<file path="src/mmupt_pkg.sv">
// Package with partition bounds, field layouts, register offsets and enumerations for the translation block.
package mmupt_pkg;
    localparam int ADDR_W = 32;
    localparam int PAGE_OFFSET_W = 12;
    localparam int PAGE_NUM_W = 20;
    localparam int PAGE_NUM_LSB = 12;
    localparam int BYPASS_ADDR_W = 29;
    localparam logic [2:0] PART_IO = 3'h7;
    localparam logic [2:0] PART_KERNEL = 3'h6;
    localparam logic [31:0] REG_CTRL = 32'h0000_0000;
    localparam logic [31:0] REG_ENTRY_TAG = 32'h0000_0004;
    localparam logic [31:0] REG_ENTRY_DATA = 32'h0000_0008;
    localparam logic [31:0] REG_STATUS = 32'h0000_000c;
    localparam logic [31:0] REG_FAULT_ADDR = 32'h0000_0010;
    localparam logic [31:0] REG_ENTRY_INDEX = 32'h0000_0014;
    localparam int CTRL_USER_BIT = 0;
    localparam int CTRL_HANDLER_BIT = 1;
    localparam int CTRL_TAG_LSB = 8;
    localparam int TAG_GLOBAL_BIT = 31;
    localparam int DATA_CACHE_BIT = 20;
    localparam int DATA_READ_BIT = 21;
    localparam int DATA_WRITE_BIT = 22;
    localparam int DATA_EXEC_BIT = 23;
    localparam logic [31:0] CTRL_RESET = 32'h0000_0000;
    typedef enum logic [1:0] {ACC_FETCH, ACC_LOAD, ACC_STORE} mmupt_access_e;
    typedef enum logic [2:0] {EXC_NONE, EXC_FAST_MISS, EXC_DOUBLE_MISS, EXC_PERMISSION, EXC_SUPERVISOR_ONLY,
                              EXC_ILLEGAL_INSN} mmupt_exc_e;
endpackage : mmupt_pkg

</file>
<file path="src/mmupt_lookup_if.sv">
// Interface carrying one lookup request and its result between the main block and the entry store.
`timescale 1ns/100ps
interface mmupt_lookup_if #(parameter int TAG_W = 8, parameter int FRAME_W = 20);
    logic [19:0] pageNum;
    logic [TAG_W-1:0] procTag;
    logic hit;
    logic [FRAME_W-1:0] frameNum;
    logic permRead;
    logic permWrite;
    logic permExec;
    logic cacheable;
    modport requester (output pageNum, output procTag, input hit, input frameNum, input permRead,
                       input permWrite, input permExec, input cacheable);
    modport store (input pageNum, input procTag, output hit, output frameNum, output permRead,
                   output permWrite, output permExec, output cacheable);
endinterface : mmupt_lookup_if

</file>
<file path="src/mmupt_core.sv">
// Mode tracking, partition decode, translation and permission checks for core fetch and data accesses.
`timescale 1ns/100ps
module mmupt_core
    import mmupt_pkg::*;
#(
    parameter bit HAS_XLATE = 1'b1,
    parameter bit HAS_REGION_PROT = 1'b0,
    parameter bit HAS_DCACHE = 1'b1,
    parameter int ENTRIES = 16,
    parameter int TAG_W = 8,
    parameter int FRAME_W = 20
) (
    input wire logic clk,
    input wire logic rst_n,
    input wire logic psel,
    input wire logic penable,
    input wire logic pwrite,
    input wire logic [31:0] paddr,
    input wire logic [31:0] pwdata,
    output logic [31:0] prdata,
    output logic pready,
    output logic pslverr,
    input wire logic accValid,
    input wire mmupt_access_e accKind,
    input wire logic accIoFamily,
    input wire logic [31:0] accAddr,
    input wire logic insnPrivileged,
    input wire logic excTaken,
    input wire logic eretReturn,
    input wire logic eretToUser,
    output logic respValid,
    output logic [31:0] physAddr,
    output logic respCacheable,
    output logic respToCache,
    output logic respToBus,
    output mmupt_exc_e respExc,
    output logic userMode
);
    localparam bit USER_OK = HAS_XLATE || HAS_REGION_PROT;

    mmupt_lookup_if #(.TAG_W(TAG_W), .FRAME_W(FRAME_W)) lk ();

    logic user_q;
    logic handler_q;
    logic [TAG_W-1:0] procTag_q;
    logic [31:0] entryTag_q;
    logic [31:0] entryData_q;
    logic [$clog2(ENTRIES)-1:0] entryIndex_q;
    logic [31:0] faultAddr_q;
    mmupt_exc_e lastExc_q;
    logic wrAccess;
    logic rdAccess;
    logic entryCommit;
    logic mapped;
    logic [2:0] topBits;
    logic inIo;
    logic inKernel;
    logic inTranslated;
    logic inUserPart;
    logic permOk;
    logic [31:0] phys_d;
    logic cache_d;
    mmupt_exc_e exc_d;
    logic [31:0] rdData;
    logic regHit;
    logic wrCtrl;
    logic excEntry;
    logic needLookup;
    logic privFault;
    logic partFault;
    logic lookupMiss;
    logic permFault;
    logic grant;

    // Slave answers in the access phase with no wait states.
    assign wrAccess = psel && penable && pwrite;
    assign rdAccess = psel && penable && !pwrite;
    assign pready = 1'b1;
    assign pslverr = (wrAccess || rdAccess) && !regHit;
    // Control word writes touch the handler flag and the process tag, and the mode only from supervisor mode.
    assign wrCtrl = wrAccess && paddr == REG_CTRL;

    // Only the six word offsets answer; any other offset is refused with an error and reads zero.
    always_comb begin
        case (paddr)
            REG_CTRL: regHit = 1'b1;
            REG_ENTRY_TAG: regHit = 1'b1;
            REG_ENTRY_DATA: regHit = 1'b1;
            REG_STATUS: regHit = 1'b1;
            REG_FAULT_ADDR: regHit = 1'b1;
            REG_ENTRY_INDEX: regHit = 1'b1;
            default: regHit = 1'b0;
        endcase
    end
    // Writing the data word commits the staged tag and data into the chosen entry.
    assign entryCommit = wrAccess && paddr == REG_ENTRY_DATA && HAS_XLATE;

    // Any exception, reset and break included, lands in supervisor mode on the next edge.
    assign excEntry = excTaken || (respValid && respExc != EXC_NONE);

    // Operating mode: exception entry wins over every other update.
    always_ff @(posedge clk or negedge rst_n) begin
        if (!rst_n) begin
            user_q <= 1'b0;
        end else if (excEntry) begin
            user_q <= 1'b0;
        end else if (!USER_OK) begin
            user_q <= 1'b0;
        end else if (eretReturn) begin
            user_q <= eretToUser;
        end else if (wrCtrl && !user_q) begin
            user_q <= pwdata[CTRL_USER_BIT];
        end
    end
    assign userMode = user_q;

    // Handler flag: exception entry wins over a return or a software write in the same cycle.
    always_ff @(posedge clk or negedge rst_n) begin
        if (!rst_n) begin
            handler_q <= 1'b0;
        end else if (excEntry) begin
            handler_q <= 1'b1;
        end else if (eretReturn) begin
            handler_q <= 1'b0;
        end else if (wrCtrl) begin
            handler_q <= pwdata[CTRL_HANDLER_BIT];
        end
    end

    // Process tag of the running program, part of every lookup key.
    always_ff @(posedge clk or negedge rst_n) begin
        if (!rst_n) begin
            procTag_q <= '0;
        end else if (wrCtrl) begin
            procTag_q <= pwdata[CTRL_TAG_LSB +: TAG_W];
        end
    end

    // Tag half of the next entry; it waits here until the data word commits it.
    always_ff @(posedge clk or negedge rst_n) begin
        if (!rst_n) begin
            entryTag_q <= '0;
        end else if (wrAccess && paddr == REG_ENTRY_TAG) begin
            entryTag_q <= pwdata;
        end
    end

    // Copy of the last data word for read-back; the entry takes the bus value directly.
    always_ff @(posedge clk or negedge rst_n) begin
        if (!rst_n) begin
            entryData_q <= '0;
        end else if (wrAccess && paddr == REG_ENTRY_DATA) begin
            entryData_q <= pwdata;
        end
    end

    // Entry index; only the bits that address an entry are kept, so larger values wrap.
    always_ff @(posedge clk or negedge rst_n) begin
        if (!rst_n) begin
            entryIndex_q <= '0;
        end else if (wrAccess && paddr == REG_ENTRY_INDEX) begin
            entryIndex_q <= pwdata[$clog2(ENTRIES)-1:0];
        end
    end

    mmupt_entry_store #(.ENTRIES(ENTRIES), .TAG_W(TAG_W), .FRAME_W(FRAME_W)) u_store (
        .clk(clk),
        .rst_n(rst_n),
        .wrEn(entryCommit),
        .wrIndex(entryIndex_q),
        .wrTag(entryTag_q),
        .wrData(pwdata),
        .lk(lk)
    );

    // Split the virtual address into page number and offset for the lookup.
    assign lk.pageNum = accAddr[ADDR_W-1:PAGE_NUM_LSB];
    assign lk.procTag = procTag_q;

    // Partition decode on the top address bits.
    // Top eighth is the peripheral window, the next eighth the kernel window; both bypass.
    // The rest of the upper half is translated for the supervisor only, the lower half for all.
    assign topBits = accAddr[31:29];
    // Without the translation unit nothing is decoded and bit 31 keeps its legacy role.
    assign mapped = HAS_XLATE;
    assign inIo = mapped && topBits == PART_IO;
    assign inKernel = mapped && topBits == PART_KERNEL;
    assign inTranslated = mapped && accAddr[31] && !inIo && !inKernel;
    assign inUserPart = mapped && !accAddr[31];

    // Permission per access kind against the matching entry.
    always_comb begin
        case (accKind)
            ACC_FETCH: permOk = lk.permExec;
            ACC_LOAD: permOk = lk.permRead;
            ACC_STORE: permOk = lk.permWrite;
            default: permOk = 1'b0;
        endcase
    end

    // Privileged instructions are refused in user mode.
    assign privFault = user_q && insnPrivileged;
    // Supervisor-only partitions refuse every user access before any lookup.
    assign partFault = user_q && (inIo || inKernel || inTranslated);
    // Only the two translated partitions consult the entries.
    assign needLookup = inTranslated || inUserPart;
    assign lookupMiss = needLookup && !lk.hit;
    assign permFault = needLookup && lk.hit && !permOk;

    // Exception priority: privilege, partition, miss, permission. A blocked access is never
    // performed, so the core can refill the entry and run the instruction again.
    always_comb begin
        exc_d = EXC_NONE;
        if (privFault) begin
            exc_d = EXC_ILLEGAL_INSN;
        end else if (partFault) begin
            exc_d = EXC_SUPERVISOR_ONLY;
        end else if (lookupMiss) begin
            exc_d = handler_q ? EXC_DOUBLE_MISS : EXC_FAST_MISS;
        end else if (permFault) begin
            exc_d = EXC_PERMISSION;
        end
    end

    // Physical address and default cacheability.
    always_comb begin
        phys_d = accAddr;
        cache_d = 1'b1;
        if (inIo || inKernel) begin
            phys_d = {3'h0, accAddr[BYPASS_ADDR_W-1:0]};
            cache_d = inKernel;
        end else if (inTranslated || inUserPart) begin
            phys_d = 32'(({lk.frameNum, accAddr[PAGE_OFFSET_W-1:0]}));
            cache_d = lk.cacheable;
        end else if (!mapped) begin
            cache_d = !accAddr[31];
        end
        if (accIoFamily && accKind != ACC_FETCH) begin
            cache_d = 1'b0;
        end
    end

    // An access is performed only when no exception blocks it.
    assign grant = accValid && exc_d == EXC_NONE;

    // Response handshake: valid and exception code follow the request by one cycle.
    always_ff @(posedge clk or negedge rst_n) begin
        if (!rst_n) begin
            respValid <= 1'b0;
            respExc <= EXC_NONE;
        end else begin
            respValid <= accValid;
            respExc <= accValid ? exc_d : EXC_NONE;
        end
    end

    // Physical address; a blocked access shows zero so no stale address can be used.
    always_ff @(posedge clk or negedge rst_n) begin
        if (!rst_n) begin
            physAddr <= '0;
        end else begin
            physAddr <= grant ? phys_d : '0;
        end
    end

    // Routing: uncacheable data goes straight to the system bus; the cache sees only
    // cacheable data, and only when one is fitted.
    always_ff @(posedge clk or negedge rst_n) begin
        if (!rst_n) begin
            respCacheable <= 1'b0;
            respToCache <= 1'b0;
            respToBus <= 1'b0;
        end else begin
            respCacheable <= grant && cache_d;
            respToCache <= grant && cache_d && HAS_DCACHE;
            respToBus <= grant && !(cache_d && HAS_DCACHE);
        end
    end

    // Fault address keeps the virtual address that software must refill.
    always_ff @(posedge clk or negedge rst_n) begin
        if (!rst_n) begin
            faultAddr_q <= '0;
        end else if (accValid && exc_d != EXC_NONE) begin
            faultAddr_q <= accAddr;
        end
    end

    // Cause of the last blocked access, read back through the status word.
    always_ff @(posedge clk or negedge rst_n) begin
        if (!rst_n) begin
            lastExc_q <= EXC_NONE;
        end else if (accValid && exc_d != EXC_NONE) begin
            lastExc_q <= exc_d;
        end
    end

    // Read multiplexer; unmapped offsets read zero.
    always_comb begin
        case (paddr)
            REG_CTRL: rdData = 32'({procTag_q, 6'h00, handler_q, user_q});
            REG_ENTRY_TAG: rdData = entryTag_q;
            REG_ENTRY_DATA: rdData = entryData_q;
            REG_STATUS: rdData = {29'h0, lastExc_q};
            REG_FAULT_ADDR: rdData = faultAddr_q;
            REG_ENTRY_INDEX: rdData = 32'(entryIndex_q);
            default: rdData = '0;
        endcase
    end

    // Read data is registered so it comes from a flip-flop.
    always_ff @(posedge clk or negedge rst_n) begin
        if (!rst_n) begin
            prdata <= '0;
        end else if (psel && !penable && !pwrite) begin
            prdata <= rdData;
        end
    end
endmodule : mmupt_core

</file>
<file path="src/mmupt_entry_store.sv">
// Software-filled lookup entries held in flip-flops and matched in parallel.
`timescale 1ns/100ps
module mmupt_entry_store
    import mmupt_pkg::*;
#(
    parameter int ENTRIES = 16,
    parameter int TAG_W = 8,
    parameter int FRAME_W = 20
) (
    input wire logic clk,
    input wire logic rst_n,
    input wire logic wrEn,
    input wire logic [$clog2(ENTRIES)-1:0] wrIndex,
    input wire logic [31:0] wrTag,
    input wire logic [31:0] wrData,
    mmupt_lookup_if.store lk
);
    logic valid_q [ENTRIES];
    logic [ENTRIES-1:0] matchVec;
    logic [PAGE_NUM_W-1:0] pageNum_q [ENTRIES];
    logic [TAG_W-1:0] procTag_q [ENTRIES];
    logic global_q [ENTRIES];
    logic [FRAME_W+3:0] data_q [ENTRIES];

    // Entries change only by software writes; nothing here ever reads a table in memory.
    genvar gi;
    for (gi = 0; gi < ENTRIES; gi++) begin : g_entry
        always_ff @(posedge clk or negedge rst_n) begin
            if (!rst_n) begin
                valid_q[gi] <= 1'b0;
                pageNum_q[gi] <= '0;
                procTag_q[gi] <= '0;
                global_q[gi] <= 1'b0;
                data_q[gi] <= '0;
            end else if (wrEn && wrIndex == gi) begin
                valid_q[gi] <= 1'b1;
                pageNum_q[gi] <= wrTag[PAGE_NUM_W-1:0];
                procTag_q[gi] <= wrTag[PAGE_NUM_W+TAG_W-1:PAGE_NUM_W];
                global_q[gi] <= wrTag[TAG_GLOBAL_BIT];
                data_q[gi] <= {wrData[DATA_EXEC_BIT:DATA_CACHE_BIT], wrData[FRAME_W-1:0]};
            end
        end
        // Page must match and either the entry is global or its tag is current.
        assign matchVec[gi] = valid_q[gi] && pageNum_q[gi] == lk.pageNum &&
                              (global_q[gi] || procTag_q[gi] == lk.procTag);
    end

    // Software keeps entries unique, so an OR of the matching entries gives the result.
    always_comb begin
        logic [FRAME_W+3:0] sel;
        sel = '0;
        for (int i = 0; i < ENTRIES; i++) begin
            if (matchVec[i]) begin
                sel = sel | data_q[i];
            end
        end
        lk.hit = |matchVec;
        lk.frameNum = sel[FRAME_W-1:0];
        lk.cacheable = sel[FRAME_W];
        lk.permRead = sel[FRAME_W+1];
        lk.permWrite = sel[FRAME_W+2];
        lk.permExec = sel[FRAME_W+3];
    end
endmodule : mmupt_entry_store

</file>
<file path="config.mk">
export PLATFORM = sky130hd
export DESIGN_NAME = mmupt_core
export DESIGN_NICKNAME = d
export VERILOG_FILES = /design/src/mmupt_pkg.sv /design/src/mmupt_lookup_if.sv /design/src/mmupt_core.sv /design/src/mmupt_entry_store.sv
export SDC_FILE = /design/constraint.sdc
export NUM_CORES = 2
export LEC_CHECK = 0
export BUFFER_PORTS_ARGS = -buffer_cell sky130_fd_sc_hd__buf_2
export CAP_MARGIN = 20
export CORE_AREA = 3 3 348 350
export CTS_BUF_LIST = sky130_fd_sc_hd__clkbuf_4 sky130_fd_sc_hd__clkbuf_8
export CTS_CLUSTER_SIZE = 30
export DETAILED_ROUTE_END_ITERATION = 7
export DIE_AREA = 0 0 351 353
export GPL_TIMING_DRIVEN = 0
export PLACE_DENSITY = 0.56
export SETUP_SLACK_MARGIN = 0.5
export SYNTH_ARGS = -nofsm -noshare
export SYNTH_HDL_FRONTEND = slang
export SYNTH_SLANG_ARGS = --single-unit
</file>
<file path="constraint.sdc">
create_clock -name clk -period 4.2 [get_ports clk]
set_input_delay 0 -clock clk [delete_from_list [all_inputs] [get_ports clk]]
set_output_delay 0 -clock clk [all_outputs]
set_load 0.01 [all_outputs]
</file>
==> flow_summary.ini <==
[detailed_routing]
ant_nets = 0
dr.first_iter.drc_count = 3082
drt-vias-per-instance = 5.77
totalWireLength_um = 174000
drtPass1Iterations = 6
drc = 0
vias = 33026
wire_per_inst_um = 30.4

[synthesis]
synth_edf_count = 0
synth-seq-cells = 1047
synth_top_cell_by_area = dfrtp_1
synth_top_area_share_pct = 55.5
synth_area_sq_um = 47200
ys_seq_area_share_pct = 55.5
synthCells = 3544
synth_area_per_cell_sq_um = 13.3
yosys-top-cells-area = dfrtp_1, mux2_2, xor2_1, nand2_1, nor4_1
ys_types = 66
async_reset_ff_share_pct = 100
syn-num-nets = 3653
yosysWarnings = 0
synth_top_flop_cell = dfrtp_1

[floorplan]
ioPinCount = 183
rows = 126
fp.dieArea_sq_um = 124000
die_h_um = 353
start_util_pct = 40.0
die_w_um = 351
core_region_area_sq_um = 118000

[worst_setup_path]
crit_type = reg2reg
path_max_fanout = 10
worstPathRequired_ns = 4.99
crit_slowest_cell = nor4_2
cpPeakStageDelay_ns = 0.55
start_kind = flip-flop
critical_path_arrival_ns = 4.56
cp-end-kind = flip-flop
r2r_cells = 13
path_cells = buf_12 > buf_12 > xor2_2 > nor4_4 > a21oi_4 > buf_4 > nor4_2 > buf_4 > a22o_1 > a221oi_1 > a41oi_1 > a21oi_1 > nor3_1

[finish]
num-nets-final = 4165
area_delta_synth_final_pct = 20.3
drive_gt1_share_pct = 40.5
mostFrequentLayoutCell = dfrtp_1
multiInputGateArea_sq_um = 20500
register_area_sq_um = 26200
layout_common_cells = dfrtp_1, mux2_2, xor2_1, clkbuf_8, nand2_1
stdcell_count = 5723
fillers = 10653

[cts]
cts.clk_slew.worst_paths_ns = 0.06
clk_latency_ns = 0.87
cts-buffers-inserted = 181
cts.sinks = 1047
cts_tree = done
cts_buffer_depth = 3
cts-root-buf = clkbuf_8
htree_levels = 4

[placed_design]
dp.cells = 5243
portBuffers = 147
place_congestion = 0.878
place_hpwl_um = 114000

[sta]
hold_viol_final = 0
fin_crit_sh_pct = 89.8
rsz0062_at_grt = true
fin_crit_ns = 3.77
skew_ns = 0.0345
worstMarginPinSlew_ns = 1.24
relSlewSlack_pct = 17.1
slew_viol_final = 0
fmax_ghz = 0.265
whs_ns = 0.0868
final-setup-viol-count = 0
setup_tns_ns = 0

[hold_path]
min_delay_path_depth = 3
hold_path_class = in2reg

[global_routing]
first_global_vias = 32877
grt_max_degree = 161
grt_pass1_wl_um = 246000
antenna_found_initial = 16
track_usage_pct = 27.8
overflow = 0

[power_and_ir_drop]
leakagePower_nw = 28.9
peakVddDrop_mv = 0.311
power_density_nw_per_um2 = 369

[status]
status = complete, no violations

[flow_run]
maxCapViolations = 0
-- final cells by class --
class	count	share of cell area [%]
clock inverters	15	0.198
clock buffers	296	6.36
repair buffers	329	4.85
well taps	1536	3.38
plain buffers	286	2.95
inverters	5	0.0330
multi-input cells	2206	36.1
flip-flops and latches	1047	46.1
diodes	3	0.0132
-- path summary, 6_finish.rpt --
| path | startpoint | to | slack, ns |
|---|---|---|---|
| hold / removal | accValid | lastExc_q[0] | 0.09 |
| hold reg to reg | u_store.valid_q[12] | u_store.valid_q[12] | 0.47 |
| min in group asynchronous | rst_n | u_store.data_q[226] | 0.38 |
| setup reg to reg | lk.procTag[2] | physAddr[21] | 0.43 |
| max in group asynchronous | rst_n | u_store.pageNum_q[7] | 1.84 |
| setup / recovery | lk.procTag[2] | physAddr[21] | 0.43 |
-- synthesized netlist by cell type (4+ instances only) --
cell type     n
mux2_2      883
buf_4        50
nor2_1       29
nand3_1      27
xnor2_1      48
nor4_1      109
xor2_1      400
nor2b_1       7
nand4_1      37
mux2i_1       4
a22oi_1      73
a21oi_1      29
buf_2        34
or2_2         5
nor3_2        8
buf_6        14
buf_1        21
a221oi_1     67
mux2_4       29
dfrtp_1    1047
a41oi_1       8
and2_1       18
o21ai_0      41
nor3_1       43
and3_1        8
nand2b_1     11
a222oi_1     23
inv_1         4
a22o_1       64
mux2_1        4
clkbuf_1    167
nand2_1     186
-- critical path, delay by kind of cell (launching register included) --
kind,cells,cell delay [ns]
AOI/OAI and AO/OA,5,0.98
buffers and inverters,4,0.86
DFF,1,0.40
and+or+nand+nor,3,1.23
xor gates and xnor gates,1,0.19
-- sequential cells by signal, indices dropped and copies added (netlist names), 3 cells and up --
register,count
entryIndex_q,4
u_store.valid_q,16
prdata,32
u_store.data_q,384
u_store.pageNum_q,320
physAddr,32
lk.procTag,8
lastExc_q,3
u_store.procTag_q,128
faultAddr_q,32
entryData_q,32
u_store.global_q,16
respExc,3
entryTag_q,32
-- through the flow --
step	cell area (sq um)	setup slack [ns]	utilization, %	power, mW
finish	56800	0.428	48.1	21.0
global route	56800	0.425	48.1	21.6
CTS	56200	0.469	47.6	21.1
detailed placement	50300	-1.58	42.6	11.3
global placement	49900	-20.94	42.3	11.3
floorplan	47200	1.16	-	10.7
-- repair_timing --
item,4_1_cts,5_1_grt
hold buffers,111,0
setup endpoints to repair,71,65
pin swaps,24,17
setup buffers,39,15
endpoints found under the hold margin,913,0
resized for setup,139,92
-- where the power goes --
group / internal [mW] / switching, mW / leakage (nW)
Sequential: 10.1 / 0.0339 / 14.5
Combinational: 0.334 / 0.714 / 12.4
Clock: 5.40 / 4.33 / 1.99
Total: 15.9 / 5.08 / 28.9
-- cell families after synthesis --
kind of cell,Yosys count,synth area share [%]
AO/OA/AOI/OAI,325,5.39
XOR/XNOR,448,8.30
buffers and inverters,291,3.02
flip-flops,1047,55.5
multiplexers,920,22.1
other,1,0.00794
AND/OR/NAND/NOR,512,5.68
-- metal layers --
layer	share of wire, %	vias to the layer above	global-route usage, %
met1	45	17719	40.4
met5	0.0075	-	0
met4	3.1	2	8.37
met2	45	1356	42.7
li1	-	13683	-
met3	7.0	266	4.32
No activity file was read; power rests on OpenSTA's default activity.
